<file path="config.mk">
export PLATFORM = sky130hd
export DESIGN_NAME = irqpm_bank
export DESIGN_NICKNAME = d
export VERILOG_FILES = /design/src/include/irqpm_pkg.sv /design/src/rtl/irqpm_bank.sv
export SDC_FILE = /design/constraint.sdc
export NUM_CORES = 1
export LEC_CHECK = 0
export BUFFER_PORTS_ARGS = -buffer_cell sky130_fd_sc_hd__buf_2
export CAP_MARGIN = 0
export CORE_ASPECT_RATIO = 1.2
export CORE_MARGIN = 1
export CORE_UTILIZATION = 52
export DETAILED_ROUTE_END_ITERATION = 10
export PLACE_DENSITY = 0.73
export SLEW_MARGIN = 20
export SYNTH_ARGS = -nofsm -noshare
export SYNTH_HDL_FRONTEND = slang
export SYNTH_SLANG_ARGS = --single-unit
</file>
<file path="constraint.sdc">
create_clock -name core_clk_i -period 11.53 [get_ports core_clk_i]
set_input_delay 2.306 -clock core_clk_i [delete_from_list [all_inputs] [get_ports core_clk_i]]
set_output_delay 2.306 -clock core_clk_i [all_outputs]
set_load 0.03 [all_outputs]
</file>
<file path="src/include/irqpm_pkg.sv">
// constants and types shared by the pending/mask bank
package irqpm_pkg;

    localparam int MAX_INST     = 2;
    localparam int NUM_SRC      = 64;
    localparam int DATA_W       = 32;
    localparam int ADDR_W_MIN   = 12;

    // controller_base_address of instance 0 and the spacing between instances
    localparam logic [11:0] CTRL_BASE   = 12'h000;
    localparam logic [11:0] INST_STRIDE = 12'h100;

    // per-instance offsets relative to the controller_base_address
    localparam logic [3:0]  OFF_PEND_HI = 4'h0;
    localparam logic [3:0]  OFF_PEND_LO = 4'h4;
    localparam logic [3:0]  OFF_MASK_HI = 4'h8;
    localparam logic [3:0]  OFF_MASK_LO = 4'hc;

    // block-level interrupt status and enable registers
    localparam logic [11:0] OFF_IRQ_STAT = 12'h200;
    localparam logic [11:0] OFF_IRQ_EN   = 12'h204;

    // global_disable_all position inside mask_low_word
    localparam int MASK_ALL_BIT = 0;

    localparam logic [63:0] PEND_RST = 64'h0;
    localparam logic [63:0] MASK_RST = 64'hffff_ffff_ffff_ffff;
    localparam logic [3:0]  STAT_RST = 4'h0;
    localparam logic [3:0]  IREN_RST = 4'h0;

    // event bits: spurious ack per instance, mask-all write per instance
    localparam int EV_W        = 4;
    localparam int EV_SPUR_LSB = 0;
    localparam int EV_MALL_LSB = 2;

    localparam logic [1:0]  RESP_OKAY   = 2'h0;
    localparam logic [1:0]  RESP_DECERR = 2'h3;

    typedef enum logic [2:0] {
        REG_PEND_HI = 3'h0,
        REG_PEND_LO = 3'h1,
        REG_MASK_HI = 3'h2,
        REG_MASK_LO = 3'h3,
        REG_STAT    = 3'h4,
        REG_IREN    = 3'h5,
        REG_NONE    = 3'h7
    } irqpm_reg_e;

    typedef struct packed {
        logic       hit;
        logic       inst;
        irqpm_reg_e code;
    } irqpm_dec_s;

endpackage : irqpm_pkg

</file>
<file path="src/rtl/irqpm_bank.sv">
// pending and mask bit maps of the request controller instances
//
// Contract
// two identical instances, 0 and 1, each with own pending/mask words
// one pending bit per source: 1 while requesting, 0 otherwise
// pending bits reload from request levels every clock, no latching
// pending bits show raw source state regardless of mask
// reset clears all pending bits
// pending words read-only; writes discarded
// bit 0 of low pending word always reads zero
// low words map sources onto bits 31 down to 1
// mask bit 1 disables a source, 0 enables it
// forward request only while pending set and mask clear
// reset sets every mask bit to one
// both mask words readable and writable by software
// writing bit 0 of low mask sets all 63 other mask bits
// acknowledging a withdrawn request answers spurious
// software raises cpu_priority_mask before masking levels 1 to 6
// software avoids masking level 7 sources through the mask words
// each instance decodes its words relative to its own base
// high and low words form one 64-bit vector per register pair
//
// Local design decisions: the AXI4-Lite interface to the registers and the register addresses.
`timescale 1ns/1ns
`default_nettype none

module irqpm_bank
    import irqpm_pkg::*;
#(
    parameter int NUM_INST = 2,
    parameter int ADDR_W   = 12
) (
    input  wire logic                                 core_clk_i,
    input  wire logic                                 resetn_i,
    input  wire logic                                 ce_i,
    // AXI4-Lite slave
    input  wire logic [ADDR_W-1:0]                    s_axi_awaddr_i,
    input  wire logic                                 s_axi_awvalid_i,
    output logic                                      s_axi_awready_o,
    input  wire logic [DATA_W-1:0]                    s_axi_wdata_i,
    input  wire logic [DATA_W/8-1:0]                  s_axi_wstrb_i,
    input  wire logic                                 s_axi_wvalid_i,
    output logic                                      s_axi_wready_o,
    output logic [1:0]                                s_axi_bresp_o,
    output logic                                      s_axi_bvalid_o,
    input  wire logic                                 s_axi_bready_i,
    input  wire logic [ADDR_W-1:0]                    s_axi_araddr_i,
    input  wire logic                                 s_axi_arvalid_i,
    output logic                                      s_axi_arready_o,
    output logic [DATA_W-1:0]                         s_axi_rdata_o,
    output logic [1:0]                                s_axi_rresp_o,
    output logic                                      s_axi_rvalid_o,
    input  wire logic                                 s_axi_rready_i,
    // peripheral request levels, bit 0 of each vector unused
    input  wire logic [NUM_INST-1:0][NUM_SRC-1:0]     src_req_i,
    // unmasked requests toward prioritisation
    output logic      [NUM_INST-1:0][NUM_SRC-1:0]     fwd_req_o,
    // acknowledge of a previously accepted source
    input  wire logic                                 ack_req_i,
    input  wire logic                                 ack_inst_i,
    input  wire logic [5:0]                           ack_src_i,
    output logic                                      ack_done_o,
    output logic                                      ack_spurious_o,
    output logic [5:0]                                ack_src_o,
    output logic                                      irq_o
);

    if (NUM_INST < 1 || NUM_INST > MAX_INST) begin : g_chk_inst
        $error("NUM_INST must be 1 or 2");
    end
    if (ADDR_W < ADDR_W_MIN) begin : g_chk_addr
        $error("ADDR_W too small for the register map");
    end

    typedef struct packed {
        logic [NUM_INST-1:0][NUM_SRC-1:0] pend;
        logic [NUM_INST-1:0][NUM_SRC-1:0] mask;
        logic [NUM_INST-1:0][NUM_SRC-1:0] fwd;
        logic                             awready;
        logic                             aw_full;
        logic [ADDR_W-1:0]                aw_addr;
        logic                             wready;
        logic                             w_full;
        logic [DATA_W-1:0]                w_data;
        logic [DATA_W/8-1:0]              w_strb;
        logic                             bvalid;
        logic [1:0]                       bresp;
        logic                             arready;
        logic                             rvalid;
        logic [DATA_W-1:0]                rdata;
        logic [1:0]                       rresp;
        logic [EV_W-1:0]                  irq_stat;
        logic [EV_W-1:0]                  irq_en;
        logic                             irq;
        logic                             ack_done;
        logic                             ack_spur;
        logic [5:0]                       ack_src;
    } irqpm_state_s;

    irqpm_state_s state_r;
    irqpm_state_s state_nxt;

    function automatic irqpm_dec_s decode(input logic [ADDR_W-1:0] a);
        irqpm_dec_s        d;
        logic [ADDR_W-1:0] base;
        d    = '{hit: 1'b0, inst: 1'b0, code: REG_NONE};
        base = '0;
        if (a == ADDR_W'(OFF_IRQ_STAT)) begin
            d = '{hit: 1'b1, inst: 1'b0, code: REG_STAT};
        end else if (a == ADDR_W'(OFF_IRQ_EN)) begin
            d = '{hit: 1'b1, inst: 1'b0, code: REG_IREN};
        end else begin
            for (int i = 0; i < NUM_INST; i++) begin
                // each instance answers only inside its own window
                base = ADDR_W'(CTRL_BASE)
                     + ADDR_W'(i) * ADDR_W'(INST_STRIDE);
                if (a[ADDR_W-1:4] == base[ADDR_W-1:4]) begin
                    d.inst = 1'(i);
                    d.hit  = 1'b1;
                    if (a[3:0] == OFF_PEND_HI) begin
                        d.code = REG_PEND_HI;
                    end else if (a[3:0] == OFF_PEND_LO) begin
                        d.code = REG_PEND_LO;
                    end else if (a[3:0] == OFF_MASK_HI) begin
                        d.code = REG_MASK_HI;
                    end else if (a[3:0] == OFF_MASK_LO) begin
                        d.code = REG_MASK_LO;
                    end else begin
                        d.hit  = 1'b0;
                    end
                end
            end
        end
        return d;
    endfunction : decode

    function automatic logic [DATA_W-1:0] merge(
        input logic [DATA_W-1:0]   old_v,
        input logic [DATA_W-1:0]   new_v,
        input logic [DATA_W/8-1:0] strb
    );
        logic [DATA_W-1:0] m;
        m = old_v;
        for (int b = 0; b < DATA_W/8; b++) begin
            if (strb[b]) begin
                m[b*8 +: 8] = new_v[b*8 +: 8];
            end
        end
        return m;
    endfunction : merge

    always_comb begin
        irqpm_dec_s        wd;
        irqpm_dec_s        rd;
        logic [EV_W-1:0]   ev;
        logic [DATA_W-1:0] wv;
        logic [DATA_W-1:0] clr;
        wd        = decode(state_r.aw_addr);
        rd        = decode(s_axi_araddr_i);
        ev        = '0;
        wv        = '0;
        clr       = '0;
        state_nxt = state_r;

        // raw levels, bit 0 has no source behind it
        for (int i = 0; i < NUM_INST; i++) begin
            state_nxt.pend[i] = {src_req_i[i][NUM_SRC-1:1], 1'b0};
        end

        if (state_r.bvalid && s_axi_bready_i) begin
            state_nxt.bvalid = 1'b0;
        end
        if (state_r.rvalid && s_axi_rready_i) begin
            state_nxt.rvalid = 1'b0;
        end
        if (s_axi_awvalid_i && state_r.awready) begin
            state_nxt.aw_full = 1'b1;
            state_nxt.aw_addr = s_axi_awaddr_i;
        end
        if (s_axi_wvalid_i && state_r.wready) begin
            state_nxt.w_full = 1'b1;
            state_nxt.w_data = s_axi_wdata_i;
            state_nxt.w_strb = s_axi_wstrb_i;
        end

        // write executes once address and data are both held
        if (state_r.aw_full && state_r.w_full && !state_r.bvalid) begin
            state_nxt.aw_full = 1'b0;
            state_nxt.w_full  = 1'b0;
            state_nxt.bvalid  = 1'b1;
            state_nxt.bresp   = wd.hit ? RESP_OKAY : RESP_DECERR;
            if (wd.hit) begin
                case (wd.code)
                    REG_MASK_HI: begin
                        wv = merge(state_r.mask[wd.inst][63:32],
                                   state_r.w_data, state_r.w_strb);
                        state_nxt.mask[wd.inst][63:32] = wv;
                    end
                    REG_MASK_LO: begin
                        wv = merge(state_r.mask[wd.inst][31:0],
                                   state_r.w_data, state_r.w_strb);
                        state_nxt.mask[wd.inst][31:0] = wv;
                        if (wv[MASK_ALL_BIT] && state_r.w_strb[0]
                            && state_r.w_data[MASK_ALL_BIT]) begin
                            state_nxt.mask[wd.inst] = MASK_RST;
                            ev[EV_MALL_LSB + int'(wd.inst)] = 1'b1;
                        end
                    end
                    REG_STAT: begin
                        clr = merge('0, state_r.w_data, state_r.w_strb);
                        state_nxt.irq_stat = state_r.irq_stat
                                           & ~clr[EV_W-1:0];
                    end
                    REG_IREN: begin
                        wv = merge({{(DATA_W-EV_W){1'b0}}, state_r.irq_en},
                                   state_r.w_data, state_r.w_strb);
                        state_nxt.irq_en = wv[EV_W-1:0];
                    end
                    // pending words take the write as a no-op
                    default: begin
                    end
                endcase
            end
        end

        if (s_axi_arvalid_i && state_r.arready) begin
            state_nxt.rvalid = 1'b1;
            state_nxt.rresp  = rd.hit ? RESP_OKAY : RESP_DECERR;
            state_nxt.rdata  = '0;
            if (rd.hit) begin
                case (rd.code)
                    REG_PEND_HI: state_nxt.rdata = state_r.pend[rd.inst][63:32];
                    REG_PEND_LO: state_nxt.rdata = state_r.pend[rd.inst][31:0];
                    REG_MASK_HI: state_nxt.rdata = state_r.mask[rd.inst][63:32];
                    REG_MASK_LO: state_nxt.rdata = state_r.mask[rd.inst][31:0];
                    REG_STAT: state_nxt.rdata = DATA_W'(state_r.irq_stat);
                    REG_IREN: state_nxt.rdata = DATA_W'(state_r.irq_en);
                    default:  state_nxt.rdata = '0;
                endcase
            end
        end

        // one write and one read in flight; ready drops while held
        state_nxt.awready = !state_nxt.aw_full && !state_nxt.bvalid;
        state_nxt.wready  = !state_nxt.w_full && !state_nxt.bvalid;
        state_nxt.arready = !state_nxt.rvalid;

        // a request withdrawn since acceptance has no source left
        state_nxt.ack_done = ack_req_i;
        if (ack_req_i) begin
            if (int'(ack_inst_i) < NUM_INST
                && state_r.fwd[ack_inst_i][ack_src_i]) begin
                state_nxt.ack_spur = 1'b0;
                state_nxt.ack_src  = ack_src_i;
            end else begin
                state_nxt.ack_spur = 1'b1;
                state_nxt.ack_src  = 6'h0;
                ev[EV_SPUR_LSB + int'(ack_inst_i)] = 1'b1;
            end
        end

        // clear applied above, so a same-cycle event survives it
        state_nxt.irq_stat = state_nxt.irq_stat | ev;

        // mask 1 blocks, 0 passes
        for (int i = 0; i < NUM_INST; i++) begin
            state_nxt.fwd[i] = state_nxt.pend[i] & ~state_nxt.mask[i];
        end
        state_nxt.irq = |(state_nxt.irq_stat & state_nxt.irq_en);

        if (!resetn_i) begin
            state_nxt          = '0;
            state_nxt.awready  = 1'b1;
            state_nxt.wready   = 1'b1;
            state_nxt.arready  = 1'b1;
            state_nxt.irq_stat = STAT_RST;
            state_nxt.irq_en   = IREN_RST;
            for (int i = 0; i < NUM_INST; i++) begin
                state_nxt.pend[i] = PEND_RST;
                state_nxt.mask[i] = MASK_RST;
            end
        end
    end

    // per-instance copies live in the packed arrays above
    always_ff @(posedge core_clk_i) begin
        if (!resetn_i || ce_i) begin
            state_r <= state_nxt;
        end
    end

    assign s_axi_awready_o = state_r.awready;
    assign s_axi_wready_o  = state_r.wready;
    assign s_axi_bvalid_o  = state_r.bvalid;
    assign s_axi_bresp_o   = state_r.bresp;
    assign s_axi_arready_o = state_r.arready;
    assign s_axi_rvalid_o  = state_r.rvalid;
    assign s_axi_rdata_o   = state_r.rdata;
    assign s_axi_rresp_o   = state_r.rresp;
    assign fwd_req_o       = state_r.fwd;
    assign ack_done_o      = state_r.ack_done;
    assign ack_spurious_o  = state_r.ack_spur;
    assign ack_src_o       = state_r.ack_src;
    assign irq_o           = state_r.irq;

endmodule : irqpm_bank

`default_nettype wire

</file>
==> key figures <==
Final layout
  • Layout cell share with drive strength beyond 1: 22.5%
  • Sequential Area: 0.0146 sq mm
  • Nets: 2485
  • Fillers: 3761
  • Multi-input gate area: 0.00787 sq mm
  • Final core utilization: 58.9%
  • Area grow syn2layout: 11.4%

Clock tree
  • Post-CTS Hold Buffers: 0
  • Num CTS Buffers: 49
  • TritonCTS clock tree: done
  • H-tree depth: 2
  • Post_cts resized: 0
  • Clock Sinks: 486
  • CTS Buffer Depth: 3
  • Root Driver: clkbuf_16
  • Worst-Skew Late Latency: 0.60 ns
  • Postcts setup bufs: 0
  • Clock slew at reported path FFs: 0.07 ns

Detailed routing
  • Remaining antenna violation count after routing: 0
  • Vias per inst: 6.08
  • Routed wire length: 73500 um
  • DRT Pass-1 Iters: 6
  • Via count: 17900
  • DRC Markers: 0
  • Routed len/inst: 25.0 um
  • Drt initial violations: 2356

STA
  • Least-Margin Pin Slew: 1.13 ns
  • Upper clock frequency limit: 209 MHz
  • Setup TNS: 0 ns
  • Min Tclk post-route: 4.78 ns
  • Endpoints failing hold: 0
  • Setup violations, final: 0
  • Slew HR: 24.8%
  • RSZ-0062 raised after global routing: no
  • Clk_skew: 0.0135 ns
  • Slew Limit Fails: 0
  • Period utilization: 41.4%
  • Fin worst setup slack: 6.75 ns

Critical path
  • Crit path DAT: 5.14 ns
  • Worst EP required: 11.89 ns
  • R2R Path End: fwd_req_o[120]$_SDFFCE_PN0P_
  • Worst setup startpoint: ack_src_i[1]
  • CP Launch Type: input port
  • Worst reg2reg path depth: 7
  • Critical Path Sink: state_r[13]$_SDFFCE_PN0P_
  • Crit path max fanout: 36
  • Reg2reg start: state_r[105]$_SDFFCE_PN0P_
  • Internal reg-to-reg setup slack: 8.21 ns
  • Worst setup EP type: flip-flop
  • Crit Path Class: input port to flip-flop

Synthesis
  • Yosys warns: 0
  • Sequential area share after synthesis: 59.8%
  • Synth async-reset ratio: 0%
  • Library cells used by synthesis: 58
  • Post-synthesis register bit count: 486
  • Cell Area, Synth: 0.0244 sq mm
  • Avg Inst Size Synth: 11.5 sq um
  • Post-Syn Instances: 2127
  • Post-synth EDFFs: 486
  • Synth Flop Type: edfxtp_1

Global route
  • Global-route wire length before repair: 106000 um
  • Number of global-route vias before repair: 17000
  • Total grt overflow: 0
  • GRT Overall Usage: 30.5%
  • Antenna violations before repair: 5
  • Largest net degree at the start of global routing: 178

Placed design
  • Global placement routability congestion: 0.907
  • HPWL Detailed: 49000 um
  • Place WS: 6.16 ns
  • Port bufs: 377

Power and ir drop
  • Peak supply drop: 0.000107 V
  • P per Cell Area: 151 mW/mm^2
  • Power, Total: 4.10 mW
  • Leakage: 11.6 nW

Die
  • Initial Util: 52.9%
  • Die Ht: 239 um
  • Core Rows: 86
  • Placeable Area: 0.0462 sq mm
  • Full die area: 0.0478 sq mm
  • Die W: 200 um
  • Boundary pin count: 382

Flow run
  • MaxCap Viol Count: 0

Outcome
  • Status: complete, no violations

Min path
  • Hold path startpoint: state_r[300]$_SDFFCE_PN1P_
  • Tightest Hold Check Type: flip-flop to flip-flop
==> through the flow <==
step	cells	cell area (sq um)	hold WS (ns)
after global placement	2845	25500	0.567
after floorplan	2128	24400	0.537
after global routing	2939	27200	0.618
final	2939	27200	0.588
after detailed placement	2845	25500	0.569
after CTS	2935	27200	0.585
==> placed cells by master (no fill, tap or decap), types with 3 or more instances in the layout <==
cell	n
clkinvlp_4	7
diode_2	3
clkinv_2	11
a21oi_1	84
o31a_1	31
nor2b_1	4
clkbuf_16	49
and3_1	84
a22oi_1	37
mux2_2	5
edfxtp_1	486
nor4_1	3
mux4_2	14
o21ai_1	10
buf_4	23
nand2_1	213
clkinv_1	6
inv_1	62
a22o_1	4
nand3_1	12
a221oi_1	37
o21ai_0	58
nand2b_1	52
o22ai_1	19
nand4_1	3
bufinv_16	7
and2_1	130
a31oi_1	53
clkbuf_1	8
o211ai_1	3
mux2i_1	138
nor3_1	14
buf_2	375
nor2_1	225
nor3_2	4
==> where the power goes <==
part           leakage (nW)  switching, mW  internal, mW
Clock                 0.775          0.713         0.940
Sequential             4.80         0.0602          2.04
Combinational          6.03          0.241         0.104
Total                  11.6           1.01          3.09
==> layout make-up <==
cell class                      count  area share [%]
Sequential cell                   486            53.7
Multi-Input combinational cell   1280            28.9
Timing Repair Buffer              401            7.73
Clock buffer                       57            4.62
Tap cell                          616            2.83
Clock inverter                     33            1.32
Inverter                           63           0.870
Antenna cell                        3          0.0276
==> worst min path at each step <==
stage                                 endpoint  slack (ns)  cells past startpoint
floorplan           state_r[236]$_SDFFCE_PN1P_        0.54                      2
global placement    state_r[300]$_SDFFCE_PN1P_        0.57                      2
detailed placement  state_r[300]$_SDFFCE_PN1P_        0.57                      2
CTS                 state_r[300]$_SDFFCE_PN1P_        0.59                      2
global route        state_r[286]$_SDFFCE_PN1P_        0.62                      2
finish              state_r[300]$_SDFFCE_PN1P_        0.59                      2
==> routing by layer <==
| layer | GRT usage, % | vias up | routed length [um] | share of wire (%) |
|---|---|---|---|---|
| met4 | 12.7 | 2 | 2980 | 4.0 |
| met2 | 45.0 | 1178 | 33000 | 45 |
| li1 | - | 7827 | - | - |
| met3 | 6.45 | 162 | 8510 | 12 |
| met5 | 0 | - | 19 | 0.026 |
| met1 | 43.6 | 8694 | 29000 | 40 |
==> worst max-delay path, stage by stage <==
cell     delay [ns]
buf_4          0.33
buf_4          0.63
mux2i_1        0.16
a22oi_1        0.31
nand2_1        0.08
o21ai_0        0.42
or4_1          0.20
nand4_2        0.30
a31o_2         0.35
==> cell usage after synthesis (all sizes together) (2+ instances only) <==
library cell  number  share of area (%)
a31o               2              0.072
and3              84                2.2
or2                2              0.051
buf              195                5.8
mux4              14                1.3
a22oi             37                1.1
o31a              31                1.1
edfxtp           486                 60
nand2            215                3.3
a221oi            37                1.3
a21oi             86                1.8
nand3             13               0.27
o21ai             69                1.4
a22o               4               0.14
a31oi             53                1.4
nor3              20               0.56
mux2               5               0.23
and2             130                3.3
nand2b            52                1.3
a211oi             2              0.062
nor2b              4               0.10
o22ai             19               0.49
nand3b             2              0.062
nand4              4               0.13
nor2             228                3.5
o211ai             3              0.092
mux2i            138                5.7
clkbuf           104                1.6
nor3b              2              0.062
inv               63               0.97
nor4               5               0.22
==> sequential cells by signal, indices dropped and copies added, names as in the netlist, 6 cells and up <==
| name | count |
|---|---|
| state_r | 312 |
| fwd_req_o | 126 |
| s_axi_rdata_o | 32 |
| ack_src_o | 6 |
==> kinds of logic after synthesis <==
logic type,synth area share [%]
flops,59.8
simple gates,15.2
compound gates,9.39
mux,7.18
buf+inv,8.35
other cells,0.0154
(Power assumes the default switching activity.)
